**src/typewriter_char_codec_regs.svh**
```systemverilog
// Overview of operation
// (RULE1) typewriter traffic uses its own channel, one six-bit code in parallel per transfer
// (RULE2) each word moves on its own program command; no autonomous buffering or block moves
// (RULE3) other external equipment exchanges fifteen-bit words in parallel
// (RULE4) each letter has one code for both cases; case set by shift codes
// (RULE5) digits 0 to 7 encode as 37 52 74 70 64 62 66 72 octal, by table
// (RULE6) space is code 04 octal
// (RULE7) shift up is 47 octal, shift down is 57 octal
// (RULE8) carriage return is 45 octal and ends each assembled input word
// (RULE9) stop code is 43 octal, delete code is 77 octal
// (RULE10) horizontal tab is code 51 octal
// (RULE11) the typewriter prints a copy of each character it punches
// (RULE12) received codes map back to digits; codes outside digits and return are invalid
`ifndef TYPEWRITER_CHAR_CODEC_REGS_SVH
`define TYPEWRITER_CHAR_CODEC_REGS_SVH

`define TW_CODE_W 6
`define EXT_WORD_W 15
`define LETTER_COUNT 26

// letter codes a..z, shared by both cases
`define LETTER_TABLE '{6'h18, 6'h13, 6'h0e, 6'h12, 6'h10, 6'h16, 6'h0b, 6'h05, 6'h0c, \
    6'h1a, 6'h1e, 6'h09, 6'h07, 6'h06, 6'h03, 6'h0d, 6'h1d, 6'h0a, 6'h14, 6'h01, \
    6'h1c, 6'h0f, 6'h19, 6'h17, 6'h15, 6'h11}
// digit codes 0..7
`define DIGIT_TABLE '{6'h1f, 6'h2a, 6'h3c, 6'h38, 6'h34, 6'h32, 6'h36, 6'h3a}

`define CODE_SPACE 6'h04
`define CODE_SHIFT_UP 6'h27
`define CODE_SHIFT_DOWN 6'h2f
`define CODE_CR 6'h25
`define CODE_STOP 6'h23
`define CODE_DELETE 6'h3f
`define CODE_TAB 6'h29

// strobe width and guard time toward the typewriter
`define CLK_PERIOD_NS 50
`define TW_STROBE_NS 1000
`define TW_GUARD_NS 1000
`define TW_STROBE_CYCLES ((`TW_STROBE_NS + `CLK_PERIOD_NS - 1) / `CLK_PERIOD_NS)
`define TW_GUARD_CYCLES ((`TW_GUARD_NS + `CLK_PERIOD_NS - 1) / `CLK_PERIOD_NS)
`define TW_CNT_W 5

`endif

```
**src/typewriter_char_codec_pkg.sv**
```systemverilog
`default_nettype none
`include "typewriter_char_codec_regs.svh"

package typewriter_char_codec_pkg;

    // what an output command asks the channel to send
    typedef enum logic [3:0] {
        OUT_RAW,
        OUT_DIGIT,
        OUT_LETTER,
        OUT_SPACE,
        OUT_SHIFT_UP,
        OUT_SHIFT_DOWN,
        OUT_CR,
        OUT_TAB,
        OUT_STOP,
        OUT_DELETE
    } out_kind_e;

    typedef enum logic [1:0] {
        TX_IDLE,
        TX_SEND,
        TX_GUARD
    } tx_state_e;

    // one output command from the program
    typedef struct packed {
        out_kind_e kind;
        logic [4:0] value;
        logic [`TW_CODE_W-1:0] raw;
    } out_req_s;

    // one received character, decoded
    typedef struct packed {
        logic [`TW_CODE_W-1:0] code;
        logic [2:0] digit;
        logic is_digit;
        logic is_cr;
        logic invalid;
    } in_char_s;

endpackage : typewriter_char_codec_pkg
`default_nettype wire

```
**src/typewriter_char_codec.sv**
```systemverilog
`timescale 1ns/1ns
`default_nettype none
`include "typewriter_char_codec_regs.svh"

module typewriter_char_codec
    import typewriter_char_codec_pkg::*;
(
    input wire logic sys_clk,
    input wire logic rst,
    // program output command
    input wire logic out_valid,
    input wire out_req_s out_req,
    output logic out_ready,
    // program input command
    output logic in_valid,
    output in_char_s in_char,
    output logic in_overrun,
    input wire logic in_take,
    // typewriter channel pins
    output logic [`TW_CODE_W-1:0] tw_out_data,
    output logic tw_out_strobe,
    input wire logic tw_ready,
    input wire logic [`TW_CODE_W-1:0] tw_in_data,
    input wire logic tw_in_strobe,
    // general external word channel, program side
    input wire logic ext_out_valid,
    input wire logic [`EXT_WORD_W-1:0] ext_out_word,
    output logic ext_out_ready,
    output logic ext_in_valid,
    output logic [`EXT_WORD_W-1:0] ext_in_word,
    input wire logic ext_in_take,
    // general external word channel, pins
    output logic [`EXT_WORD_W-1:0] ext_out_data,
    output logic ext_out_strobe,
    input wire logic [`EXT_WORD_W-1:0] ext_in_data,
    input wire logic ext_in_strobe
);

    localparam logic [`TW_CODE_W-1:0] letter_tab [`LETTER_COUNT] = `LETTER_TABLE;
    localparam logic [`TW_CODE_W-1:0] digit_tab [8] = `DIGIT_TABLE;
    localparam logic [`TW_CNT_W-1:0] strobe_last = `TW_CNT_W'(`TW_STROBE_CYCLES - 1);
    localparam logic [`TW_CNT_W-1:0] guard_last = `TW_CNT_W'(`TW_GUARD_CYCLES - 1);

    // command to six-bit code
    function automatic logic [`TW_CODE_W-1:0] encode(input out_req_s r);
        logic [`TW_CODE_W-1:0] c;
        c = r.raw;
        case (r.kind)
            OUT_RAW: c = r.raw;
            OUT_DIGIT: c = digit_tab[r.value[2:0]]; // RULE5
            OUT_LETTER: begin
                // one code per letter, case is separate
                if (r.value < 5'(`LETTER_COUNT)) begin
                    c = letter_tab[r.value]; // RULE4
                end else begin
                    c = `CODE_DELETE;
                end
            end
            OUT_SPACE: c = `CODE_SPACE; // RULE6
            OUT_SHIFT_UP: c = `CODE_SHIFT_UP; // RULE7
            OUT_SHIFT_DOWN: c = `CODE_SHIFT_DOWN; // RULE7
            OUT_CR: c = `CODE_CR; // RULE8
            OUT_TAB: c = `CODE_TAB; // RULE10
            OUT_STOP: c = `CODE_STOP; // RULE9
            OUT_DELETE: c = `CODE_DELETE; // RULE9
            default: c = r.raw;
        endcase
        return c;
    endfunction : encode

    // six-bit code and digit hits to digit, return or invalid
    function automatic in_char_s decode(input logic [`TW_CODE_W-1:0] code,
        input logic [7:0] hit);
        in_char_s d;
        d = '0;
        d.code = code;
        case (hit)
            8'h01: d.digit = 3'h0; // RULE12
            8'h02: d.digit = 3'h1;
            8'h04: d.digit = 3'h2;
            8'h08: d.digit = 3'h3;
            8'h10: d.digit = 3'h4;
            8'h20: d.digit = 3'h5;
            8'h40: d.digit = 3'h6;
            8'h80: d.digit = 3'h7;
            default: d.digit = 3'h0;
        endcase
        d.is_digit = |hit; // RULE12
        d.is_cr = (code == `CODE_CR); // RULE8
        d.invalid = !d.is_digit && !d.is_cr; // RULE12
        return d;
    endfunction : decode

    // pin synchronisers
    logic tw_ready_s1, tw_ready_s2;
    logic [`TW_CODE_W-1:0] tw_data_s1, tw_data_s2;
    logic tw_stb_s1, tw_stb_s2, tw_stb_s3;
    logic [`EXT_WORD_W-1:0] ext_data_s1, ext_data_s2;
    logic ext_stb_s1, ext_stb_s2, ext_stb_s3;
    logic next_tw_ready_s1, next_tw_ready_s2;
    logic [`TW_CODE_W-1:0] next_tw_data_s1, next_tw_data_s2;
    logic next_tw_stb_s1, next_tw_stb_s2, next_tw_stb_s3;
    logic [`EXT_WORD_W-1:0] next_ext_data_s1, next_ext_data_s2;
    logic next_ext_stb_s1, next_ext_stb_s2, next_ext_stb_s3;

    // each stage takes the one before it
    always_comb begin
        next_tw_ready_s1 = tw_ready;
        next_tw_ready_s2 = tw_ready_s1;
        next_tw_data_s1 = tw_in_data; // RULE1
        next_tw_data_s2 = tw_data_s1;
        next_tw_stb_s1 = tw_in_strobe;
        next_tw_stb_s2 = tw_stb_s1;
        next_tw_stb_s3 = tw_stb_s2;
        next_ext_data_s1 = ext_in_data; // RULE3
        next_ext_data_s2 = ext_data_s1;
        next_ext_stb_s1 = ext_in_strobe;
        next_ext_stb_s2 = ext_stb_s1;
        next_ext_stb_s3 = ext_stb_s2;
    end

    always_ff @(posedge sys_clk) begin
        if (rst) begin
            tw_ready_s1 <= 1'b0;
            tw_ready_s2 <= 1'b0;
            tw_data_s1 <= '0;
            tw_data_s2 <= '0;
            tw_stb_s1 <= 1'b0;
            tw_stb_s2 <= 1'b0;
            tw_stb_s3 <= 1'b0;
            ext_data_s1 <= '0;
            ext_data_s2 <= '0;
            ext_stb_s1 <= 1'b0;
            ext_stb_s2 <= 1'b0;
            ext_stb_s3 <= 1'b0;
        end else begin
            tw_ready_s1 <= next_tw_ready_s1;
            tw_ready_s2 <= next_tw_ready_s2;
            tw_data_s1 <= next_tw_data_s1;
            tw_data_s2 <= next_tw_data_s2;
            tw_stb_s1 <= next_tw_stb_s1;
            tw_stb_s2 <= next_tw_stb_s2;
            tw_stb_s3 <= next_tw_stb_s3;
            ext_data_s1 <= next_ext_data_s1;
            ext_data_s2 <= next_ext_data_s2;
            ext_stb_s1 <= next_ext_stb_s1;
            ext_stb_s2 <= next_ext_stb_s2;
            ext_stb_s3 <= next_ext_stb_s3;
        end
    end

    wire logic tw_rise = tw_stb_s2 && !tw_stb_s3;
    wire logic ext_rise = ext_stb_s2 && !ext_stb_s3;

    // one comparator per digit table entry
    logic [7:0] digit_hit;
    for (genvar g = 0; g < 8; g++) begin : g_digit
        assign digit_hit[g] = (tw_data_s2 == digit_tab[g]); // RULE5 RULE12
    end

    // output sequencer toward the typewriter
    tx_state_e tx_state, next_tx_state;
    logic [`TW_CNT_W-1:0] tx_cnt, next_tx_cnt;
    logic [`TW_CODE_W-1:0] next_tw_out_data;
    logic next_tw_out_strobe;

    // one code per accepted command, no queue
    assign out_ready = (tx_state == TX_IDLE) && tw_ready_s2; // RULE2

    always_comb begin
        next_tx_state = tx_state;
        next_tx_cnt = tx_cnt;
        next_tw_out_data = tw_out_data;
        next_tw_out_strobe = tw_out_strobe;
        case (tx_state)
            TX_IDLE: begin
                if (out_valid && out_ready) begin
                    next_tw_out_data = encode(out_req); // RULE1
                    next_tw_out_strobe = 1'b1;
                    next_tx_cnt = strobe_last;
                    next_tx_state = TX_SEND;
                end
            end
            TX_SEND: begin
                if (tx_cnt == '0) begin
                    next_tw_out_strobe = 1'b0;
                    next_tx_cnt = guard_last;
                    next_tx_state = TX_GUARD;
                end else begin
                    next_tx_cnt = tx_cnt - 1'b1;
                end
            end
            TX_GUARD: begin
                // give the ready pin time to fall through the synchroniser
                if (tx_cnt == '0) begin
                    next_tx_state = TX_IDLE;
                end else begin
                    next_tx_cnt = tx_cnt - 1'b1;
                end
            end
            default: begin
                next_tx_state = TX_IDLE;
                next_tw_out_strobe = 1'b0;
            end
        endcase
    end

    always_ff @(posedge sys_clk) begin
        if (rst) begin
            tx_state <= TX_IDLE;
            tx_cnt <= '0;
            tw_out_data <= '0;
            tw_out_strobe <= 1'b0;
        end else begin
            tx_state <= next_tx_state;
            tx_cnt <= next_tx_cnt;
            tw_out_data <= next_tw_out_data;
            tw_out_strobe <= next_tw_out_strobe;
        end
    end

    // input holding from the typewriter
    logic next_in_valid, next_in_overrun;
    in_char_s next_in_char;

    always_comb begin
        next_in_valid = in_valid;
        next_in_overrun = in_overrun;
        next_in_char = in_char;
        if (in_take) begin
            next_in_valid = 1'b0; // RULE2
            next_in_overrun = 1'b0;
        end
        // a new character wins over a take in the same cycle
        if (tw_rise) begin
            next_in_char = decode(tw_data_s2, digit_hit); // RULE12
            next_in_valid = 1'b1;
            next_in_overrun = in_overrun || (in_valid && !in_take);
        end
    end

    always_ff @(posedge sys_clk) begin
        if (rst) begin
            in_valid <= 1'b0;
            in_overrun <= 1'b0;
            in_char <= '0;
        end else begin
            in_valid <= next_in_valid;
            in_overrun <= next_in_overrun;
            in_char <= next_in_char;
        end
    end

    // fifteen-bit word channel, outbound
    logic next_ext_out_strobe;
    logic [`EXT_WORD_W-1:0] next_ext_out_data;

    assign ext_out_ready = !ext_out_strobe;

    always_comb begin
        next_ext_out_data = ext_out_data;
        next_ext_out_strobe = 1'b0;
        if (ext_out_valid && ext_out_ready) begin
            next_ext_out_data = ext_out_word; // RULE3
            next_ext_out_strobe = 1'b1;
        end
    end

    always_ff @(posedge sys_clk) begin
        if (rst) begin
            ext_out_data <= '0;
            ext_out_strobe <= 1'b0;
        end else begin
            ext_out_data <= next_ext_out_data;
            ext_out_strobe <= next_ext_out_strobe;
        end
    end

    // fifteen-bit word channel, inbound; a new word wins over a take
    logic next_ext_in_valid;
    logic [`EXT_WORD_W-1:0] next_ext_in_word;

    always_comb begin
        next_ext_in_valid = ext_in_valid;
        next_ext_in_word = ext_in_word;
        if (ext_in_take) begin
            next_ext_in_valid = 1'b0;
        end
        if (ext_rise) begin
            next_ext_in_word = ext_data_s2; // RULE3
            next_ext_in_valid = 1'b1;
        end
    end

    always_ff @(posedge sys_clk) begin
        if (rst) begin
            ext_in_valid <= 1'b0;
            ext_in_word <= '0;
        end else begin
            ext_in_valid <= next_ext_in_valid;
            ext_in_word <= next_ext_in_word;
        end
    end

endmodule : typewriter_char_codec
`default_nettype wire

```
**config.mk**
```make
export PLATFORM = sky130hd
export DESIGN_NAME = typewriter_char_codec
export DESIGN_NICKNAME = d
export VERILOG_FILES = /design/src/typewriter_char_codec_pkg.sv /design/src/typewriter_char_codec.sv
export VERILOG_INCLUDE_DIRS = /design/src
export SDC_FILE = /design/constraint.sdc
export NUM_CORES = 1
export LEC_CHECK = 0
export BUFFER_PORTS_ARGS = -buffer_cell sky130_fd_sc_hd__buf_4
export CAP_MARGIN = 40
export CORE_ASPECT_RATIO = 0.75
export CORE_MARGIN = 2
export CORE_UTILIZATION = 45
export DETAILED_ROUTE_END_ITERATION = 8
export PLACE_DENSITY = 0.7
export SETUP_SLACK_MARGIN = 0.02
export SLEW_MARGIN = 20
export SYNTH_ARGS = -nofsm -noshare
export SYNTH_HDL_FRONTEND = slang
export SYNTH_SLANG_ARGS = --single-unit
```
**constraint.sdc**
```tcl
create_clock -name sys_clk -period 2.7 [get_ports sys_clk]
set_clock_uncertainty 0.1 [all_clocks]
set_input_delay 0.27 -clock sys_clk [delete_from_list [all_inputs] [get_ports sys_clk]]
set_output_delay 0.27 -clock sys_clk [all_outputs]
set_load 0.01 [all_outputs]
```
; ---- Yosys cells after proc, flatten, opt, wreduce, memory -nomap -nowiden
; Memories as Yosys holds them, arrays and structs flattened.
; Index checks and enable logic that the tools add are counted.
[classes]
bitwise_logic = 3
mux = 24
magnitude_cmp = 3
reduce_logical = 24
eq_ne = 31
n_addsub = 1
[op_table]
columns = operator, count
row1 = 6-bit one-hot mux with 9 select lines, 1
row2 = "6-bit == test, second input constant", 8
row3 = 6-bit 2-to-1 mux, 5
row4 = 3-bit one-hot mux with 7 select lines, 1
row5 = "4-bit by 3-bit == test with 1-bit output, second input constant", 4
row6 = 5-bit 2-to-1 mux, 3
row7 = 5-bit one-hot mux with 3 select lines, 1
row8 = 3-bit AND reduction, 3
row9 = "4-bit by 2-bit == test with 1-bit output, second input constant", 2
row10 = "4-bit == test, second input constant", 2
row11 = "8-bit by 2-bit == test with 1-bit output, second input constant", 1
row12 = "8-bit by 3-bit == test with 1-bit output, second input constant", 1
row13 = "8-bit by 4-bit == test with 1-bit output, second input constant", 1
row14 = "8-bit by 5-bit == test with 1-bit output, second input constant", 1
row15 = "8-bit by 6-bit == test with 1-bit output, second input constant", 1
row16 = "8-bit by 7-bit == test with 1-bit output, second input constant", 1
row17 = "8-bit == test, second input constant", 1
row18 = 1-bit 2-to-1 mux, 8
row19 = 8-bit OR reduction, 1
row20 = 1-bit logical AND, 7
row21 = "6-bit by 5-bit == test with 1-bit output, second input constant", 1
row22 = "6-bit >= comparator, second input constant", 1
row23 = 1-bit zero test, 6
row24 = 2-bit 2-to-1 mux, 3
row25 = 19 further kinds, 22
[word_totals]
elab_cells = 115
register_bits = 110
n_memories = 2
romBits = 240
output_inout_bits = 55
inputBits = 60
[mem_list]
columns = name, words, word_bits, read_ports, rd_ports_with_merged_regs, wr, line_no
row1 = (name not given), 32, 6, 1, 0, 0, typewriter_char_codec.sv:54  ; c = letter_tab[r.value];
row2 = (name not given), 8, 6, 1, 0, 0, typewriter_char_codec.sv:50  ; OUT_DIGIT: c = digit_tab[r.value[2:0]];

; ---- Logic depth before layout (Yosys ltp)
[logic_depth]
word_depth = 6
mapped_depth = 8
mapped_depth_nobuf = 7

; ---- Worst setup path after synthesis
; OpenSTA, ideal clock, no wires.
[synth_path]
kind = register -> register
start = reg tx_state[1]
end = reg tx_cnt[3]
setup_slack_ns = 0.675
path_stages_with_launch = 8
required_ns = 2.531
t_arrival_ns = 1.856
period_less_slack_ns = 2.025
n_path_buf = 0
cell_sequence = dfxtp_1 inv_1 ha_1 nand3_2 a221oi_4 nand4b_1 or4_1 o21ai_1
[synth_via]
elab_chain_cells = 5
word_cells_on_any_way = 10
[synth_lines]
columns = item, line_no
row1 = start: declaration, typewriter_char_codec.sv:162  ; tx_state_e tx_state, next_tx_state;
row2 = start signal: assignment, typewriter_char_codec.sv:215  ; tx_state <= next_tx_state;
row3 = 2-bit zero test, "typewriter_char_codec.sv:168, typewriter_char_codec.sv:175"
row4 = 1-bit logical AND, typewriter_char_codec.sv:168  ; assign out_ready = (tx_state == TX_IDLE) && tw_ready_s2;
row5 = 1-bit logical AND, typewriter_char_codec.sv:177  ; if (out_valid && out_ready) begin
row6 = 2-bit by 1-bit != test with 1-bit output (no source line), n/a
row7 = 3-bit AND reduction (no source line), n/a
row8 = end signal: assignment, typewriter_char_codec.sv:216  ; tx_cnt <= next_tx_cnt;
row9 = end: declaration, typewriter_char_codec.sv:163  ; logic [`TW_CNT_W-1:0] tx_cnt, next_tx_cnt;
; Parallel ways exist; a longest one is shown, timed or not.
; A chain may end at the register's enable or synchronous reset.

; ---- Final worst setup path
[layout_path]
start = reg tx_state[0]
end = reg tx_cnt[3]
; The elaborated chain is that of the path after synthesis.

==> impl_metrics.ini <==
[synthesis]
synth-edff-count = 0
ys_warn_count = 0
ys_ff_latch = 110
syn_area_mm2 = 0.004414
yosysSeqAreaShare = 0.4989
ys_types = 50
ys_async_sr_fraction = 0
syn_area_per_cell_um2 = 8.758
synth_flop_cell = dfxtp_1
synthCells = 504
synth_nets = 577

[min_path]
min_path_type = in -> reg
worstHoldStart = ext_in_data[4]

[floorplanning]
initial_core_util = 0.4608
ios = 115
die_area_mm2 = 0.01063
die_h_um = 89.78
rows = 31
coreArea_mm2 = 0.009580
die_w_um = 118.4

[routing]
ant_nets = 0
finalWirelength_mm = 9.345
drc = 0
firstDrtPassIters = 4
wl_per_cell_um = 12.70
avgViaCountPerCell = 4.965
vias = 3654
drt_iter0_drc = 177

[clock_network]
h-tree-depth = 3
cts_tree = built
cts.clk_slew.worst_paths_ns = 0.07
cts_inserted_buffers = 9
clkSinkCount = 110
post_cts_buffers = 0
cts.path.max_buffers = 2
cts_hold_repair.buffers = 0
cts-root-buf = clkbuf_16
clk_latency_ns = 0.34
cts_resized = 0

[status]
status = finished, final reports clean

[worst_setup_path]
required_ns = 2.88
end_kind = register
startpoint = tx_state[0]
crit_path_max_fanout = 8
worstSetupPathType = reg -> reg
worstReg2RegStart = tx_state[0]
worstPathArrival_ns = 2.43
startpoint_type = register

[sta]
period_share = 0.8356
hold_viol_final = 0
tightest_slew_ns = 0.6311
slew_viol_final = 0
min_period_ns = 2.256
rsz0062_at_grt = false
setup_viol = 0
fmax_ghz = 0.4432
tns_ns = 0
max_slew_margin = 0.5754

[global_routing]
grt_pass1_vias = 3423
grt_max_degree = 72
grt_pass1_wl_mm = 15.75
track_usage = 0.1801
grt_overflow = 0
antenna_found_initial = 0

[placed_design]
dpl.hpwl_mm = 6.684
port_buffers = 114
place_area_mm2 = 0.005358
globalplace.congestion = 0.9645
dpl.cell_count = 720

[layout]
stdcell_area_mm2 = 0.005667
fin_cells = 736
fin_nets = 672
area_growth_pct = 28.37
antenna_cells = 0
drive_gt1_frac = 0.2351

[power_and_ir_drop]
peakVddDrop_uv = 424.5
p_per_area_mw_per_mm2 = 599.4
p_leak_nw = 2.334

[job]
cap_violations = 0
[state kept, by name, summed over array words and instances, names as in the netlist, 2 cells and up]
register	flops
ext_out_data	15
ext_data_s2	15
ext_in_word	15
tx_state	2
ext_data_s1	15
next_tw_data_s2	6
tw_out_data	6
tx_cnt	5
tw_data_s2	6
in_char	12
[worst paths after layout]
| path | slack [ns] | cells past startpoint | endpoint |
|---|---|---|---|
| max | 0.44 | 7 | tx_cnt[3] |
| min | 0.04 | 2 | ext_data_s1[4] |
| max reg2reg | 0.44 | 7 | tx_cnt[3] |
| min reg2reg | 0.33 | 2 | ext_in_word[10] |
[kinds of logic after synthesis]
family / share of synthesized area
simple gates: 0.2401
compound gates: 0.1590
flops: 0.4989
buf+inv: 0.03996
mux: 0.02324
fa+ha+maj: 0.03685
xor+xnor: 0.001984
[per-stage QoR]
step / power, mW / hold slack (ns) / util / worst slack (ns)
after floorplan: 1.961 / 0.2982 / - / 0.6749
after global placement: 2.103 / 0.3186 / 0.5556 / 0.5821
after detailed placement: 2.118 / 0.3218 / 0.5592 / 0.4400
after CTS: 3.437 / 0.02537 / 0.5915 / 0.4386
after global routing: 3.543 / 0.03259 / 0.5915 / 0.2693
final: 3.397 / 0.03676 / 0.5915 / 0.4438
[layer usage]
metal  vias up  share of wire  global-route usage
met5         -              0                   0
met2        99           0.48              0.3001
met4         0         0.0095             0.05723
met3         9          0.054             0.04632
met1      1665           0.46              0.2289
li1       1881              -                   -
[layout make-up]
| class | instances | area [um^2] |
|---|---|---|
| clock buffer | 11 | 242.7 |
| clock inverter | 5 | 66.31 |
| fill | 871 | 3914 |
| inverter | 11 | 41.29 |
| multi-input combinational | 348 | 2036 |
| sequential | 110 | 2202 |
| tap | 132 | 165.2 |
| timing repair buffer | 119 | 913.4 |
[worst max-delay path: stages (launching register included)]
cell,delay [ns]
dfxtp_1,0.34
inv_1,0.09
ha_1,0.35
nand3_2,0.16
a221oi_4,0.46
nand4b_1,0.16
or4_1,0.42
o21ai_1,0.11
[synthesized netlist by cell type (3+ instances only)]
master | n | share of area
inv_1 | 11 | 0.0094
o21ai_1 | 4 | 0.0045
nor2b_1 | 59 | 0.084
nor2_1 | 22 | 0.019
mux2i_1 | 8 | 0.018
o21ai_0 | 18 | 0.020
dfxtp_1 | 110 | 0.50
a211oi_1 | 4 | 0.0068
nand2_1 | 88 | 0.075
nor3_1 | 5 | 0.0057
nor4_1 | 4 | 0.0057
nand2b_1 | 9 | 0.013
ha_1 | 13 | 0.037
nand3b_1 | 3 | 0.0051
a211o_1 | 3 | 0.0060
nor4b_1 | 3 | 0.0060
o211ai_1 | 7 | 0.012
a31oi_1 | 4 | 0.0057
clkbuf_1 | 28 | 0.024
a21oi_1 | 59 | 0.067
buf_1 | 4 | 0.0034
[placed cells by master (no fill, tap or decap), drive strengths merged, types with 2 or more instances in the layout]
cell	n
buf	119
dfxtp	110
nand2	88
nor2b	59
a21oi	59
nor2	22
o21ai	22
ha	13
inv	12
clkbuf	11
nand2b	9
mux2i	8
o211ai	7
nor3	5
nor4	4
a31oi	4
a211oi	4
nor4b	4
nand3b	3
a211o	3
mux2	2
and3	2
or3b	2
or3	2
a21o	2
a2111oi	2
nand4b	2
a311oi	2
clkinv	2
[where the power goes]
group	switching, mW	internal (mW)
clock	0.560	0.754
combinational	0.185	0.182
sequential	0.0311	1.68
total	0.776	2.62
No activity file was read; power rests on OpenSTA's default activity.
